File: config.mk
export PLATFORM = sky130hd
export DESIGN_NAME = iacl_matcher
export DESIGN_NICKNAME = d
export VERILOG_FILES = /design/src/iacl_pkg.sv /design/src/iacl_matcher.sv
export SDC_FILE = /design/constraint.sdc
export NUM_CORES = 1
export LEC_CHECK = 0
export ABC_AREA = 1
export BUFFER_PORTS_ARGS = -buffer_cell sky130_fd_sc_hd__buf_2
export CAP_MARGIN = 20
export CORE_MARGIN = 8
export CORE_UTILIZATION = 40
export DETAILED_ROUTE_END_ITERATION = 16
export GPL_ROUTABILITY_DRIVEN = 0
export GPL_TIMING_DRIVEN = 0
export PLACE_DENSITY = 0.7
export SKIP_CTS_REPAIR_TIMING = 1
export SLEW_MARGIN = 20
export SYNTH_ARGS = -nofsm -noshare
export SYNTH_HDL_FRONTEND = slang
export SYNTH_SLANG_ARGS = --single-unit
File: constraint.sdc
create_clock -name i_sys_clk -period 1.8 [get_ports i_sys_clk]
set_input_delay 0.36 -clock i_sys_clk [delete_from_list [all_inputs] [get_ports i_sys_clk]]
set_output_delay 0.36 -clock i_sys_clk [all_outputs]
set_load 0.02 [all_outputs]
File: src/iacl_pkg.sv
// Package for the IPv4 access control entry matcher: register map, fields, types
package iacl_pkg;

    // ==========================================================
    // Register offsets (word addresses on the plain port)
    localparam logic [3:0] IACL_REG_CTRL = 4'h0;
    localparam logic [3:0] IACL_REG_VALS = 4'h1;
    localparam logic [3:0] IACL_REG_SRC_ADDR = 4'h2;
    localparam logic [3:0] IACL_REG_SRC_MASK = 4'h3;
    localparam logic [3:0] IACL_REG_DST_ADDR = 4'h4;
    localparam logic [3:0] IACL_REG_DST_MASK = 4'h5;
    localparam logic [3:0] IACL_REG_STATUS = 4'h6;
    localparam logic [3:0] IACL_REG_HIT_CNT = 4'h7;

    // ==========================================================
    // Control register field positions
    localparam int IACL_CTRL_FTYPE_LSB = 0;
    localparam int IACL_CTRL_PROTO_LSB = 2;
    localparam int IACL_CTRL_TTL_LSB = 5;
    localparam int IACL_CTRL_FRAG_LSB = 7;
    localparam int IACL_CTRL_OPT_LSB = 9;
    localparam int IACL_CTRL_SRC_LSB = 11;
    localparam int IACL_CTRL_DST_LSB = 13;
    localparam int IACL_CTRL_ITYPE_BIT = 15;
    localparam int IACL_CTRL_ICODE_BIT = 16;
    localparam int IACL_CTRL_USED = 17;

    // Value register field positions
    localparam int IACL_VALS_PROTO_LSB = 0;
    localparam int IACL_VALS_ITYPE_LSB = 8;
    localparam int IACL_VALS_ICODE_LSB = 16;

    // ==========================================================
    // Fixed protocol numbers and reset values
    localparam logic [7:0] IACL_PROTO_ICMP = 8'h01;
    localparam logic [7:0] IACL_PROTO_TCP = 8'h06;
    localparam logic [7:0] IACL_PROTO_UDP = 8'h11;
    localparam logic [31:0] IACL_RST_WORD = 32'h0000_0000;
    localparam logic [15:0] IACL_CNT_ONE = 16'h0001;

    // ==========================================================
    // Setting encodings
    typedef enum logic [1:0] {
        IACL_FT_ANY = 2'b00,
        IACL_FT_IPV4 = 2'b01,
        IACL_FT_OTHER = 2'b10
    } iacl_ftype_t;

    typedef enum logic [2:0] {
        IACL_PR_ANY = 3'b000,
        IACL_PR_SPECIFIC = 3'b001,
        IACL_PR_ICMP = 3'b010,
        IACL_PR_UDP = 3'b011,
        IACL_PR_TCP = 3'b100
    } iacl_proto_sel_t;

    // Three-way flag setting: any / zero-or-no / nonzero-or-yes
    typedef enum logic [1:0] {
        IACL_TRI_ANY = 2'b00,
        IACL_TRI_NO = 2'b01,
        IACL_TRI_YES = 2'b10
    } iacl_tri_t;

    typedef enum logic [1:0] {
        IACL_AD_ANY = 2'b00,
        IACL_AD_HOST = 2'b01,
        IACL_AD_NET = 2'b10
    } iacl_addr_sel_t;

    // Parsed header fields of one frame from the receive path
    typedef struct packed {
        logic        is_ipv4;
        logic [7:0]  protocol;
        logic [7:0]  ttl;
        logic        more_frag;
        logic [12:0] frag_offset;
        logic        options;
        logic [31:0] source_ipv4_address;
        logic [31:0] destination_ipv4_address;
        logic [7:0]  icmp_type;
        logic [7:0]  icmp_code;
    } iacl_frame_t;

    // Match result of one frame
    typedef struct packed {
        logic hit;
        logic ipv4_selected;
        logic l4_enable;
    } iacl_result_t;

endpackage

File: src/iacl_matcher.sv
// IPv4 access control entry matcher with plain register port
// Functional notes
// - IPv4 criteria apply only when the entry's frame type is IPv4.
// - Specific protocol hits only frames with equal 8-bit protocol number.
// - ICMP, UDP or TCP choice restricts protocol and enables its extra criteria.
// - TTL zero excludes TTL above zero; non-zero needs TTL above zero.
// - Fragmented means MF set or offset above zero; No excludes, Yes requires.
// - Options No excludes flagged frames; Yes requires the options flag.
// - Source host mode needs exact source address equality.
// - Source network mode compares only masked source bits.
// - Destination host mode needs exact destination address equality.
// - Destination network mode compares only masked destination bits.
// - Specific ICMP type hits only ICMP frames with equal type.
// - Specific ICMP code hits only ICMP frames with equal code.
//
// The strobed register port and the placing of the registers were left to the implementer.
module iacl_matcher
    import iacl_pkg::*;
(
    input wire logic i_sys_clk,
    input wire logic i_sys_rst,
    input wire logic [3:0] i_reg_addr,
    input wire logic [31:0] i_reg_wdata,
    input wire logic i_reg_wr,
    input wire logic i_reg_rd,
    output logic [31:0] o_reg_rdata,
    input wire logic i_frame_valid,
    input wire iacl_frame_t i_frame,
    output logic o_result_valid,
    output iacl_result_t o_result
);

    // ==========================================================
    // Decoding helpers
    // Address compare, host exact or network masked
    function automatic logic addr_ok(input logic [1:0] sel, input logic [31:0] got,
                                     input logic [31:0] want, input logic [31:0] mask);
        logic ok;
        ok = 1'b1;
        unique case (sel)
            IACL_AD_ANY: ok = 1'b1;
            IACL_AD_HOST: ok = (got == want);
            IACL_AD_NET: ok = ((got & mask) == (want & mask));
            default: ok = 1'b1;
        endcase
        return ok;
    endfunction

    // Three-way flag compare
    function automatic logic tri_ok(input logic [1:0] sel, input logic flag);
        logic ok;
        ok = 1'b1;
        unique case (sel)
            IACL_TRI_ANY: ok = 1'b1;
            IACL_TRI_NO: ok = !flag;
            IACL_TRI_YES: ok = flag;
            default: ok = 1'b1;
        endcase
        return ok;
    endfunction

    // ==========================================================
    // Configuration registers
    logic [IACL_CTRL_USED-1:0] ctrl_q, ctrl_d;
    logic [31:0] vals_q, vals_d;
    logic [31:0] src_addr_q, src_addr_d;
    logic [31:0] src_mask_q, src_mask_d;
    logic [31:0] dst_addr_q, dst_addr_d;
    logic [31:0] dst_mask_q, dst_mask_d;
    logic [31:0] rdata_q, rdata_d;
    logic [15:0] hit_cnt_q, hit_cnt_d;
    logic last_hit_q, last_hit_d;
    logic res_valid_q, res_valid_d;
    iacl_result_t res_q, res_d;

    // Decoded setting fields
    logic [1:0] ftype_sel;
    logic [2:0] proto_sel;
    logic [1:0] ttl_sel, frag_sel, opt_sel, src_sel, dst_sel;
    logic itype_spec, icode_spec;
    logic [7:0] proto_val, itype_val, icode_val;

    assign ftype_sel = ctrl_q[IACL_CTRL_FTYPE_LSB +: 2];
    assign proto_sel = ctrl_q[IACL_CTRL_PROTO_LSB +: 3];
    assign ttl_sel = ctrl_q[IACL_CTRL_TTL_LSB +: 2];
    assign frag_sel = ctrl_q[IACL_CTRL_FRAG_LSB +: 2];
    assign opt_sel = ctrl_q[IACL_CTRL_OPT_LSB +: 2];
    assign src_sel = ctrl_q[IACL_CTRL_SRC_LSB +: 2];
    assign dst_sel = ctrl_q[IACL_CTRL_DST_LSB +: 2];
    assign itype_spec = ctrl_q[IACL_CTRL_ITYPE_BIT];
    assign icode_spec = ctrl_q[IACL_CTRL_ICODE_BIT];
    assign proto_val = vals_q[IACL_VALS_PROTO_LSB +: 8];
    assign itype_val = vals_q[IACL_VALS_ITYPE_LSB +: 8];
    assign icode_val = vals_q[IACL_VALS_ICODE_LSB +: 8];

    // ==========================================================
    // Match evaluation
    logic ipv4_sel, proto_ok, ttl_ok, frag_ok, opt_ok, src_ok, dst_ok;
    logic icmp_on, icmp_ok, is_frag, l4_on, hit;

    // Per-criterion checks
    always_comb begin
        ipv4_sel = (ftype_sel == IACL_FT_IPV4);
        unique case (proto_sel)
            IACL_PR_SPECIFIC: proto_ok = (i_frame.protocol == proto_val);
            IACL_PR_ICMP: proto_ok = (i_frame.protocol == IACL_PROTO_ICMP);
            IACL_PR_UDP: proto_ok = (i_frame.protocol == IACL_PROTO_UDP);
            IACL_PR_TCP: proto_ok = (i_frame.protocol == IACL_PROTO_TCP);
            default: proto_ok = 1'b1;
        endcase
        l4_on = (proto_sel == IACL_PR_ICMP) || (proto_sel == IACL_PR_UDP)
                || (proto_sel == IACL_PR_TCP);
        ttl_ok = tri_ok(ttl_sel, (i_frame.ttl != 8'h00));
        is_frag = i_frame.more_frag || (i_frame.frag_offset != 13'h0000);
        frag_ok = tri_ok(frag_sel, is_frag);
        opt_ok = tri_ok(opt_sel, i_frame.options);
        src_ok = addr_ok(src_sel, i_frame.source_ipv4_address, src_addr_q, src_mask_q);
        dst_ok = addr_ok(dst_sel, i_frame.destination_ipv4_address, dst_addr_q,
                         dst_mask_q);
        // ICMP criteria only live under the ICMP protocol choice
        icmp_on = (proto_sel == IACL_PR_ICMP);
        icmp_ok = !icmp_on
                  || ((!itype_spec || (i_frame.icmp_type == itype_val))
                      && (!icode_spec || (i_frame.icmp_code == icode_val)));
        // Other frame types ignore every IPv4 criterion
        if (ipv4_sel) begin
            hit = i_frame.is_ipv4 && proto_ok && ttl_ok && frag_ok && opt_ok
                  && src_ok && dst_ok && icmp_ok;
        end else begin
            hit = 1'b1;
        end
    end

    // ==========================================================
    // Result and status next values
    always_comb begin
        res_valid_d = i_frame_valid;
        res_d = res_q;
        hit_cnt_d = hit_cnt_q;
        last_hit_d = last_hit_q;
        if (i_frame_valid) begin
            res_d.hit = hit;
            res_d.ipv4_selected = ipv4_sel;
            res_d.l4_enable = ipv4_sel && l4_on;
            last_hit_d = hit;
            if (hit) begin
                hit_cnt_d = hit_cnt_q + IACL_CNT_ONE;
            end
        end
        if (i_reg_wr && (i_reg_addr == IACL_REG_HIT_CNT)) begin
            hit_cnt_d = i_reg_wdata[15:0];
        end
    end

    // ==========================================================
    // Register write and read next values
    always_comb begin
        ctrl_d = ctrl_q;
        vals_d = vals_q;
        src_addr_d = src_addr_q;
        src_mask_d = src_mask_q;
        dst_addr_d = dst_addr_q;
        dst_mask_d = dst_mask_q;
        rdata_d = IACL_RST_WORD;
        if (i_reg_wr) begin
            unique case (i_reg_addr)
                IACL_REG_CTRL: ctrl_d = i_reg_wdata[IACL_CTRL_USED-1:0];
                IACL_REG_VALS: vals_d = {8'h00, i_reg_wdata[23:0]};
                IACL_REG_SRC_ADDR: src_addr_d = i_reg_wdata;
                IACL_REG_SRC_MASK: src_mask_d = i_reg_wdata;
                IACL_REG_DST_ADDR: dst_addr_d = i_reg_wdata;
                IACL_REG_DST_MASK: dst_mask_d = i_reg_wdata;
                default: ctrl_d = ctrl_q;
            endcase
        end
        if (i_reg_rd) begin
            unique case (i_reg_addr)
                IACL_REG_CTRL: rdata_d = {{(32-IACL_CTRL_USED){1'b0}}, ctrl_q};
                IACL_REG_VALS: rdata_d = vals_q;
                IACL_REG_SRC_ADDR: rdata_d = src_addr_q;
                IACL_REG_SRC_MASK: rdata_d = src_mask_q;
                IACL_REG_DST_ADDR: rdata_d = dst_addr_q;
                IACL_REG_DST_MASK: rdata_d = dst_mask_q;
                IACL_REG_STATUS: rdata_d = {29'h0000_0000, ipv4_sel && l4_on,
                                            ipv4_sel, last_hit_q};
                IACL_REG_HIT_CNT: rdata_d = {16'h0000, hit_cnt_q};
                default: rdata_d = IACL_RST_WORD;
            endcase
        end
    end

    // ==========================================================
    // State registers
    always_ff @(posedge i_sys_clk) begin
        if (i_sys_rst) begin
            ctrl_q <= '0;
            vals_q <= IACL_RST_WORD;
            src_addr_q <= IACL_RST_WORD;
            src_mask_q <= IACL_RST_WORD;
            dst_addr_q <= IACL_RST_WORD;
            dst_mask_q <= IACL_RST_WORD;
            rdata_q <= IACL_RST_WORD;
            hit_cnt_q <= 16'h0000;
            last_hit_q <= 1'b0;
            res_valid_q <= 1'b0;
            res_q <= '0;
        end else begin
            ctrl_q <= ctrl_d;
            vals_q <= vals_d;
            src_addr_q <= src_addr_d;
            src_mask_q <= src_mask_d;
            dst_addr_q <= dst_addr_d;
            dst_mask_q <= dst_mask_d;
            rdata_q <= rdata_d;
            hit_cnt_q <= hit_cnt_d;
            last_hit_q <= last_hit_d;
            res_valid_q <= res_valid_d;
            res_q <= res_d;
        end
    end

    assign o_reg_rdata = rdata_q;
    assign o_result_valid = res_valid_q;
    assign o_result = res_q;

endmodule

## Word level (Yosys, flattened, before mapping)

Cells that the tools add are included.

| storage, ports and cells | value |
|---|---|
| register bits | 221 |
| latch bits | 0 |
| bits in writable memories | 0 |
| bits in read-only memories | 0 |
| input port bits | 153 |
| output and inout port bits | 36 |
| logic and storage cells | 96 |
| memories kept | 0 |

| operators by class | value |
|---|---|
| add/subtract/negate cells | 1 |
| multiply operators | 0 |
| divide/modulo/power cells | 0 |
| magnitude comparators | 0 |
| eq/ne operators | 32 |
| shift operators | 0 |
| muxes and demuxes | 11 |
| bitwise gates (word level) | 5 |
| reductions and logical operators | 35 |

Operators by type and width:

| kind | number |
|---|---|
| $pmux W32 S8 | 1 |
| $and A32 B32 Y32 | 4 |
| $eq A32 B32 Y1 | 4 |
| $mux W16 | 3 |
| $eq A8 B8 Y1 | 3 |
| $add A16 B1 Y16 const B | 1 |
| $eq A4 B3 Y1 const B | 4 |
| $reduce_and A2 Y1 | 7 |
| $reduce_bool A13 Y1 | 1 |
| $eq A2 B1 Y1 const B | 6 |
| $eq A2 B2 Y1 const B | 5 |
| $logic_and A1 B1 Y1 | 10 |
| $pmux W1 S2 | 5 |
| $eq A4 B2 Y1 const B | 2 |
| $eq A8 B1 Y1 const B | 1 |
| $eq A8 B3 Y1 const B | 1 |
| $eq A8 B5 Y1 const B | 1 |
| $reduce_bool A8 Y1 | 1 |
| $eq A3 B2 Y1 const B | 2 |
| $logic_not A1 Y1 | 6 |
| $logic_or A1 B1 Y1 | 6 |
| $eq A4 B1 Y1 const B | 1 |
| $logic_not A4 Y1 | 1 |
| $pmux W1 S4 | 1 |
| other kinds (6) | 7 |

## Logic depth before layout (Yosys ltp)

Gate-level depths: netlist of the first run.

| depth | value |
|---|---|
| word-level depth | 13 |
| depth in mapped cells | 18 |
| gate-level depth less buffers | 17 |

## Least setup slack after synthesis of the first run

No wires, ideal clock.

| timing path | value |
|---|---|
| kind | register to register |
| from | register ctrl_q[3] |
| to | register hit_cnt_q[10] |
| setup time | 0.132 ns |
| arrival time | 1.690 ns |
| data required time | 1.668 ns |
| slack | -0.023 ns |
| cell stages (with the launch flop) | 15 |
| buffers on the path | 2 |
| period minus slack after synthesis | 1.823 ns |
| cells stage by stage | dfxtp_1 nor2_2 nand2_2 buf_6 nand3_1 nand2_1 nor2_1 nand2_1 o21bai_1 nand2_1 o21bai_1 nand2_1 buf_4 nand3_1 a21oi_1 |

| between the ends | value |
|---|---|
| longest elaborated chain between the ends | 12 |
| elaborated cells on any way between the ends | 17 |
| those cells by class | 4 x eq/ne; 2 x mux; 11 x reduce/logical |

RTL lines:

| what | RTL line | text |
|---|---|---|
| from (decl) | iacl_matcher.sv:64 | `logic [IACL_CTRL_USED-1:0] ctrl_q, ctrl_d;` |
| from (signal assigned) | iacl_matcher.sv:208 | `ctrl_q <= ctrl_d;` |
| $eq A3 B3 Y1, or another cell as far along | iacl_matcher.sv:104 | `unique case (proto_sel)` |
| $pmux W1 S4 | iacl_matcher.sv:104 |  |
| $logic_and A1 B1 Y1 (4 in series) | iacl_matcher.sv:127 | `hit = i_frame.is_ipv4 && proto_ok && ttl_ok && frag_ok && opt_ok` |
| $logic_and A1 B1 Y1 (2 in series) | iacl_matcher.sv:128 | `&& src_ok && dst_ok && icmp_ok;` |
| $logic_and A1 B1 Y1 (*) | iacl_matcher.sv:128 |  |
| $mux W1 (*) | iacl_matcher.sv:126 | `if (ipv4_sel) begin` |
| $reduce_bool A2 Y1 (no source line) (*) | - |  |
| $reduce_and A2 Y1 (no source line) (*) | - |  |
| to (signal assigned) | iacl_matcher.sv:215 | `hit_cnt_q <= hit_cnt_d;` |
| to (decl) | iacl_matcher.sv:71 | `logic [15:0] hit_cnt_q, hit_cnt_d;` |

Every way passes the cells marked *; elsewhere a longest branch is shown, timed or not.
A chain may end at the register's enable or synchronous reset.

## Worst setup path in the final report of the first run

| timing path | value |
|---|---|
| from | register dst_addr_q[2] |
| to | register hit_cnt_q[13] |

| between the ends | value |
|---|---|
| longest elaborated chain between the ends | 8 |
| elaborated cells on any way between the ends | 9 |
| those cells by class | 2 x eq/ne; 2 x mux; 1 x bitwise; 4 x reduce/logical |

RTL lines:

| what | RTL line | text |
|---|---|---|
| from (decl) | iacl_matcher.sv:68 | `logic [31:0] dst_addr_q, dst_addr_d;` |
| from (signal assigned) | iacl_matcher.sv:212 | `dst_addr_q <= dst_addr_d;` |
| $and A32 B32 Y32 | iacl_matcher.sv:43 | `IACL_AD_NET: ok = ((got & mask) == (want & mask));` |
| $eq A32 B32 Y1 | iacl_matcher.sv:43 |  |
| $pmux W1 S2 (*) | iacl_matcher.sv:40 | `unique case (sel)` |
| $logic_and A1 B1 Y1 (*) (2 in series) | iacl_matcher.sv:128 |  |
| $mux W1 (*) | iacl_matcher.sv:126 |  |
| $reduce_bool A2 Y1 (no source line) (*) | - |  |
| $reduce_and A2 Y1 (no source line) (*) | - |  |

Marks and branches as above.

==> results.toml, run 1 <==
[status]
status = "complete, but fails checks"
violations = "setup timing"

[grt]
grt_pass1_vias = 11800
overflow = 0
grt_pass1_wl_mm = 66.9
grtUsageTotal_pct = 25.4
antenna_found_initial = 4
grt_max_degree = 15

[synth]
yosysTopAreaCellShare_pct = 38.9
syn_inst = 1707
synth_area_sq_um = 11400
synthTopCellsByCount = "nand2_1 (358), inv_1 (225), dfxtp_1 (221)"
synth_top_family_by_area = "simple AND/OR/NAND/NOR gates"
yosys.area_share.adder_pct = 1.21
yosys.area_share.simple_pct = 23.9
yosysTopAreaCell = "dfxtp_1"
synth.most_common_cell = "nand2_1"
syn-num-nets = 1871
yosys_warnings = 0
ys_async_sr_fraction_pct = 0
ys_seq_area_share_pct = 38.9
synth_edf_count = 0
synth_compound_area_share_pct = 22.3
synthMuxAreaShare_pct = 0
synth-seq-cells = 221
synth_ff_type = "dfxtp_1"
syn_avg_cell_area_sq_um = 6.67
synth_cell_types = 37
yosys-top-cells-area = "dfxtp_1 (39%), nand2_1 (12%), a21oi_1 (9.6%)"
synthXorXnorAreaFrac_pct = 3.08

[setup_path]
rr_startpoint = "dst_addr_q[2]$_SDFFE_PP0P_"
rr_worst_depth = 15
start_kind = "flip-flop"
crit_family = "simple AND/OR/NAND/NOR gates"
slowest_stage = "dfxtp_1"
cp.arrival_ns = 2.50
crit_chain = "inv_2, nand2_1, nand3_1, nand2_1, nor2_1, nand2_1, nor2_2, nand3_2, nand3_4, nand2_1, o21bai_1, nand2_2, buf_6, nand3_1, a21oi_1"
end_kind = "flip-flop"
critPathKind = "flip-flop to flip-flop"
required_ns = 2.18
worst_path_largest_cell_delay_ns = 0.33
cp.buffers_inverters = 2
cpMostUsedCell = "nand2_1"
path_max_fanout = 5
r2r_slack_ns = -0.32
r2r_end = "hit_cnt_q[13]$_SDFFE_PP0P_"

[timing]
worst_pin_slew_ns = 0.791
finalHoldViolCount = 0
timing.slew.headroom_pct = 47.3
setup_violations = 17
period_share_pct = 118
rsz0062_at_grt = "true"
setup_ws_ns = -0.324
min_period_ns = 2.12
max_clock_freq_ghz = 0.471
drv_slew = 0
fin_setup_tns_ns = -4.39
fin_skew_ns = 0.0175

[clocking]
cts_max_level = 1
cts_buffers = 23
cts_tree = "yes"
cts.sinks = 221
insertion_delay_ns = 0.53
cts-root-buf = "clkbuf_16"
clk_pin_slew_ns = 0.06
cts_buffer_depth = 3

[route]
post_drt_wl_per_cell_um = 19.6
antenna_left = 0
dr_total_vias = 13000
wl_mm = 45.7
viasPerCell = 5.59
drt_first_pass_iters = 7
first_iter_violations = 1655
drc = 0

[die]
die_y_um = 185
rows = 61
io_pins = 189
die_area_sq_um = 34100
start_util_pct = 40.8
fp.dieW_um = 185
core_sq_um = 27900

[run]
drv_cap = 0

[power_and_ir_drop]
peakVddDrop_uv = 470
power_mw = 11.3
power_density_nw_per_um2 = 806
p_leak_nw = 5.71

[min_path]
holdPathEnd = "o_result[1]$_SDFFE_PP0P_"
hp-class = "primary input to flip-flop"
min_path_cells = 2
hp-start = "i_frame_valid"

[placement]
port_buffers = 187
dp_hpwl_mm = 35.1

[cells_and_area]
fill_cells = 2783
syn_to_final_growth_pct = 22.6
layout.nets = 2097
drive_above_1_share_pct = 16.6
post-route-util_pct = 50.0
==> worst max path at each step <==
stage	from	endpoint	slack (ns)	cells past startpoint
after floorplan	ctrl_q[3]$_SDFFE_PP0P_	hit_cnt_q[10]$_SDFFE_PP0P_	0.004	14
after global placement	i_reg_addr[2]	o_reg_rdata[10]$_SDFF_PP0_	-0.73	8
after detailed placement	i_reg_addr[2]	dst_mask_q[15]$_SDFFE_PP0P_	-0.75	9
after CTS	dst_addr_q[25]$_SDFFE_PP0P_	hit_cnt_q[14]$_SDFFE_PP0P_	-0.49	14
after global routing	ctrl_q[4]$_SDFFE_PP0P_	hit_cnt_q[13]$_SDFFE_PP0P_	-0.49	17
final	dst_addr_q[2]$_SDFFE_PP0P_	hit_cnt_q[13]$_SDFFE_PP0P_	-0.32	15
==> kinds of logic after synthesis <==
family | count (synthesis)
flops | 221
simple gates | 654
xor+xnor | 40
fa+ha+maj | 11
compound gates | 467
buf+inv | 314
==> stage by stage <==
step	setup slack [ns]	cell area, sq um	hold WS [ns]	std cells
floorplan	0.00413	11400	0.438	1707
global placement	-0.727	12800	0.458	2272
detailed placement	-0.747	12800	0.463	2272
CTS	-0.486	13600	0.0546	2312
global route	-0.487	14000	0.0756	2328
finish	-0.324	14000	0.0710	2329
==> metal layers <==
layer  global-route usage, %  part of all wire (%)
met3                    4.96                    11
met2                    39.7                    45
met5                       0                 0.055
met1                    32.9                    39
met4                    12.6                   5.3
==> power breakdown <==
group	switching, mW	leakage, nW	internal (mW)	total (mW)
combinational	0.810	3.54	0.410	1.22
clock	2.03	0.374	2.95	4.98
sequential	0.0695	1.79	4.98	5.05
==> cell type report <==
class	instances	area, sq um	share of cell area (%)
diodes	3	7.51	0.0538
flip-flops and latches	221	4440	31.8
multi-input cells	1172	5950	42.7
plain buffers	83	372	2.66
repair buffers	201	1070	7.65
clock inverters	7	116	0.834
clock buffers	33	653	4.68
inverters	231	873	6.26
well taps	378	473	3.39
==> flip-flops by register name, indices dropped and copies added (netlist names) <==
signal          flops
o_result_valid      1
dst_mask_q         32
ctrl_q             17
o_result            3
hit_cnt_q          16
src_mask_q         32
vals_q             24
o_reg_rdata        32
src_addr_q         32
dst_addr_q         32
==> layout by cell type (no fill, tap or decap), types with 11 or more instances in the layout <==
| cell | instances |
|---|---|
| nand2_1 | 352 |
| inv_1 | 221 |
| dfxtp_1 | 214 |
| a21oi_1 | 213 |
| buf_2 | 192 |
| o21ai_0 | 156 |
| nand3_1 | 132 |
| nor2_1 | 111 |
| clkbuf_1 | 63 |
| o22ai_1 | 54 |
| xnor2_1 | 30 |
| clkbuf_16 | 24 |
| a221oi_1 | 20 |
| clkbuf_2 | 14 |
| nand4_1 | 12 |
| nand3_2 | 11 |
Power figures use the tool's default switching activity.
==> run 2, diff against run 1 <==
- BUFFER_PORTS_ARGS: -buffer_cell sky130_fd_sc_hd__buf_2 -> -buffer_cell sky130_fd_sc_hd__buf_4
- CORE_UTILIZATION: 40 -> 51
- PLACE_DENSITY: 0.7 -> 0.84
==> run 2 against run 1 <==
Sequential cell count unchanged. Sequential power about the same. Final area up 2.4%. Clock power up 6.0%. Maximum frequency down 1.4%. Critical endpoint is now hit_cnt_q[14]$_SDFFE_PP0P_. Wire length down 1.9%. The flow still finishes with violations (setup timing). Clock skew down 0.011 ns. Highest routed layer unchanged. Combinational power up 8%. Hold slack worse by 0.030 ns. Largest cell class unchanged.
==> results.toml, run 2 (synthesized netlist as in run 1, its figures left out) <==
[status]
status = "complete, but fails checks"
violations = "setup timing"

[power_and_ir_drop]
power_density_nw_per_um2 = 815
peakVddDrop_uv = 675
p_leak_nw = 5.85
power_mw = 11.7

[setup_path]
path_max_fanout = 7
r2r_end = "hit_cnt_q[14]$_SDFFE_PP0P_"
critPathKind = "flip-flop to flip-flop"
rr_startpoint = "ctrl_q[3]$_SDFFE_PP0P_"
slowest_stage = "dfxtp_4"
cpMostUsedCell = "nor2_1"
rr_worst_depth = 15
crit_chain = "nor2_4, nand2_4, buf_4, nand4_1, nand2_1, nor2_1, nand2_1, nor2_1, nor2_1, nor2_1, nand3_1, nand3_4, clkbuf_16, nand3_1, a21oi_1"
r2r_slack_ns = -0.35
required_ns = 2.25
cp.arrival_ns = 2.61
start_kind = "flip-flop"
end_kind = "flip-flop"
worst_path_largest_cell_delay_ns = 0.37

[grt]
grt_pass1_vias = 12400
overflow = 0
grtUsageTotal_pct = 30.7
grt_max_degree = 13
antenna_found_initial = 4
grt_pass1_wl_mm = 65.4

[die]
io_pins = 189
die_area_sq_um = 27400
start_util_pct = 52.0
rows = 54
core_sq_um = 21900
fp.dieW_um = 165
die_y_um = 165

[route]
first_iter_violations = 2437
wl_met1_mm = 15.5
post_drt_wl_per_cell_um = 20.1
highest_layer = "met5"
met3_length_mm = 6.97
dr_total_vias = 13500
routed-wl-met2_mm = 19.3
drt_first_pass_iters = 8
drc = 0
antenna_left = 0
viasPerCell = 6.05
wl_mm = 44.9

[run]
drv_cap = 0

[placement]
dp_hpwl_mm = 33.6
port_buffers = 187
place_ws_ns = -0.954

[timing]
setup_violations = 17
fin_setup_tns_ns = -5.33
rsz0062_at_grt = "true"
setup_ws_ns = -0.354
min_period_ns = 2.15
period_share_pct = 120
whs_ns = 0.0415
max_clock_freq_ghz = 0.464
fin_skew_ns = 0.00701
drv_slew = 0
timing.slew.headroom_pct = 46.4
worst_pin_slew_ns = 0.804
finalHoldViolCount = 0

[cells_and_area]
syn_to_final_growth_pct = 25.5
final_common_cell = "nand2_1"
layout.nets = 2094
post-route-util_pct = 65.3
fill_cells = 1866
mostFrequentLayoutCells = "nand2_1 (353), inv_1 (222), dfxtp_1 (215)"
multiInputGateArea_sq_um = 5930
drive_above_1_share_pct = 16.0
regArea_sq_um = 4440

[min_path]
holdPathEnd = "o_result[1]$_SDFFE_PP0P_"
hp-class = "primary input to flip-flop"
min_path_cells = 2
hp-start = "i_frame_valid"

[clocking]
insertion_delay_ns = 0.53
cts-root-buf = "clkbuf_16"
cts_max_level = 1
cts.sinks = 221
clk_pin_slew_ns = 0.06
cts_buffer_depth = 3
cts_tree = "yes"
cts_buffers = 25
==> run 2: changes by cell type in the layout (fill, tap and decap cells not counted), sizes merged <==
cell / delta
diode: -2
buf: -7
inv: -1
clkbuf: +4
clkinv: +3
clkinvlp: -1
==> run 2: worst max path at each step <==
stage / start / to / slack [ns] / cells after the start
3_3_place_gp: i_reg_addr[2] / o_reg_rdata[10]$_SDFF_PP0_ / -0.85 / 8
5_1_grt: ctrl_q[3]$_SDFFE_PP0P_ / hit_cnt_q[13]$_SDFFE_PP0P_ / -0.46 / 16
2_1_floorplan: ctrl_q[3]$_SDFFE_PP0P_ / hit_cnt_q[10]$_SDFFE_PP0P_ / 0.004 / 14
6_report: ctrl_q[3]$_SDFFE_PP0P_ / hit_cnt_q[14]$_SDFFE_PP0P_ / -0.35 / 15
4_1_cts: i_reg_addr[2] / o_reg_rdata[10]$_SDFF_PP0_ / -0.51 / 8
3_5_place_dp: i_reg_addr[2] / o_reg_rdata[10]$_SDFF_PP0_ / -0.95 / 8
==> run 2: power by group <==
group / switching (mW) / total [mW] / internal, mW / leakage (nW)
registers: 0.0707 / 5.05 / 4.98 / 1.79
clock network: 2.08 / 5.28 / 3.20 / 0.418
logic: 0.815 / 1.32 / 0.505 / 3.64
total: 2.96 / 11.7 / 8.69 / 5.85
==> run 2: routing by layer <==
| layer | up-vias | GRT usage, % |
|---|---|---|
| met5 | - | 0 |
| met4 | 6 | 18.3 |
| met3 | 253 | 8.28 |
| met2 | 1087 | 47.2 |
| met1 | 6034 | 38.1 |
| li1 | 6089 | - |
==> run 2: through the flow <==
stage               std cells  area (sq um)
global placement         2174         13200
finish                   2227         14300
global route             2226         14300
detailed placement       2174         13200
floorplan                1707         11400
CTS                      2217         14000
==> run 2: area by class of cell <==
cell class / count / area share [%]
sequential: 221 / 31.0
antenna: 1 / 0.0175
timing repair buffer: 196 / 10.5
inverter: 231 / 6.11
buffer: 83 / 2.58
clock inverter: 8 / 0.805
tap: 280 / 2.45
clock buffer: 35 / 5.06
multi-input combinational: 1172 / 41.5
==> run 2: worst max-delay path, delay by kind of cell, from the launching register on <==
kind                   cells  cell delay [ns]
DFF                        1             0.37
buffers and inverters      2             0.33
AOI/OAI and AO/OA          1             0.13
and+or+nand+nor           12             1.24
==> run 3, diff against run 2 <==
- BUFFER_PORTS_ARGS: -buffer_cell sky130_fd_sc_hd__buf_4 -> default
- CELL_PAD_IN_SITES_DETAIL_PLACEMENT: default -> 1
- CELL_PAD_IN_SITES_GLOBAL_PLACEMENT: default -> 1
- CORE_ASPECT_RATIO: default -> 1.75
- CORE_UTILIZATION: 51 -> 41
- DONT_BUFFER_PORTS: default -> 1
- PLACE_DENSITY: 0.84 -> 0.85
==> run 3 against run 2 <==
The run ends with hold timing, setup timing left. First-iteration DRC count fell by 65%. Sequential share of layout area is 2.9 points higher. Die area up 23%. Global-route usage grew 0.50 points. Final area is 8.5% lower. Total power down 3.7%.
==> results.toml, run 3 (synthesized netlist as in run 1, its figures left out) <==
[cells_and_area]
post-route-util_pct = 47.8
multiInputGateArea_sq_um = 5980
syn_to_final_growth_pct = 14.8
design_area_sq_um = 13100
regArea_sq_um = 4440
drive_above_1_share_pct = 7.60
layout.nets = 1910
mostFrequentLayoutCells = "nand2_1 (353), inv_1 (220), dfxtp_1 (213)"
final_common_cell = "nand2_1"
fill_cells = 3626
final_cells = 2133

[setup_path]
cp.arrival_ns = 2.58
path_max_fanout = 8
r2r_slack_ns = -0.32
critPathKind = "flip-flop to flip-flop"
cpMostUsedCell = "nor2_1"
end_kind = "flip-flop"
worst_path_largest_cell_delay_ns = 0.37
required_ns = 2.25
start_kind = "flip-flop"
crit_chain = "nor2_4, nand2_4, buf_6, nand4_1, nand2_1, nor2_1, nand2_1, nor2_1, nor2_1, nor2_1, nand3_1, nand3_4, clkbuf_16, nand3_1, a21oi_1"
slowest_stage = "dfxtp_4"

[timing]
whs_ns = -0.00812
worst_pin_slew_ns = 0.989
setup_violations = 22
min_period_ns = 2.12
max_clock_freq_ghz = 0.471
finalHoldViolCount = 4
timing.slew.headroom_pct = 33.7
rsz0062_at_grt = "true"
setup_ws_ns = -0.325
drv_slew = 0
fin_skew_ns = 0.0111
period_share_pct = 118

[die]
fp.dieW_um = 142
die_y_um = 236
core_sq_um = 27300
start_util_pct = 41.7
rows = 80
io_pins = 189
die_area_sq_um = 33600

[grt]
grt_busiest_layer = "met2"
grt_pass1_wl_mm = 78.3
met1_usage_pct = 30.0
grt_pass1_vias = 13300
grt_max_degree = 15
grt_use_met3_pct = 7.90
grtUsageMet2_pct = 52.6
antenna_found_initial = 2
overflow = 0
grtUsageTotal_pct = 31.2

[status]
violations = "hold timing, setup timing"
status = "complete, but fails checks"

[route]
drc = 0
wl_mm = 54.0
drt_first_pass_iters = 5
first_iter_violations = 858
antenna_left = 0
post_drt_wl_per_cell_um = 25.3
viasPerCell = 5.99
dr_total_vias = 12800

[placement]
placed_area_sq_um = 11900
dp_hpwl_mm = 40.5
port_buffers = 0
place_inst = 2076
place_ws_ns = -0.899

[power_and_ir_drop]
p_leak_nw = 4.95
peakVddDrop_uv = 664
power_density_nw_per_um2 = 859

[clocking]
cts.sinks = 221
cts_buffers = 22
cts_tree = "yes"
cts-root-buf = "clkbuf_16"
cts_buffer_depth = 3
cts_max_level = 1
clk_pin_slew_ns = 0.07
insertion_delay_ns = 0.53

[run]
drv_cap = 0

[min_path]
hp-class = "primary input to flip-flop"
[run 3: cell count changes in the layout (fill, tap and decap cells not counted), sizes merged]
cell	before	now
dlygate4sd3	0	4
clkbuf	109	105
clkinvlp	1	0
buf	205	21
diode	1	2
bufinv	3	4
[run 3: final timing paths]
kind | startpoint | endpoint | depth (start not counted)
worst max-delay path | ctrl_q[3]$_SDFFE_PP0P_ | hit_cnt_q[8]$_SDFFE_PP0P_ | 15
worst min-delay path | i_reg_wdata[25] | dst_addr_q[25]$_SDFFE_PP0P_ | 2
worst max register to register | ctrl_q[3]$_SDFFE_PP0P_ | hit_cnt_q[8]$_SDFFE_PP0P_ | 15
worst min register to register | ctrl_q[15]$_SDFFE_PP0P_ | ctrl_q[15]$_SDFFE_PP0P_ | 2
[run 3: area by class of cell]
cell class                 instances  share of cell area (%)
multi-input combinational       1172                    45.7
sequential                       221                    34.0
inverter                         231                    6.65
clock buffer                      32                    5.05
tap                              369                    3.53
buffer                            83                    2.82
timing repair buffer              15                    1.11
clock inverter                     8                    1.10
antenna                            2                  0.0383
[run 3: metal layers]
metal,vias up,wire (um)
met5,-,12
met1,6109,17800
met2,658,25500
met4,2,6410
met3,285,4270
li1,5732,-
[run 3: worst max-delay path: cells and delay by family (launching register included)]
family | cells | cell delay (ns)
AOI/OAI and AO/OA | 1 | 0.14
DFF | 1 | 0.37
and+or+nand+nor | 12 | 1.22
buffers and inverters | 2 | 0.32
[run 3: power breakdown]
group / leakage, nW / switching, mW / internal (mW)
sequential: 1.79 / 0.0807 / 4.98
clock: 0.396 / 2.10 / 3.12
combinational: 2.76 / 0.643 / 0.297
[run 3: metrics by stage]
stage,setup TNS [ns],power (mW)
3_5_place_dp,-89.62,6.02
6_report,-5.21,11.2
3_3_place_gp,-90.74,5.98
4_1_cts,-19.01,11.1
5_1_grt,-7.71,11.5
2_1_floorplan,0,5.75
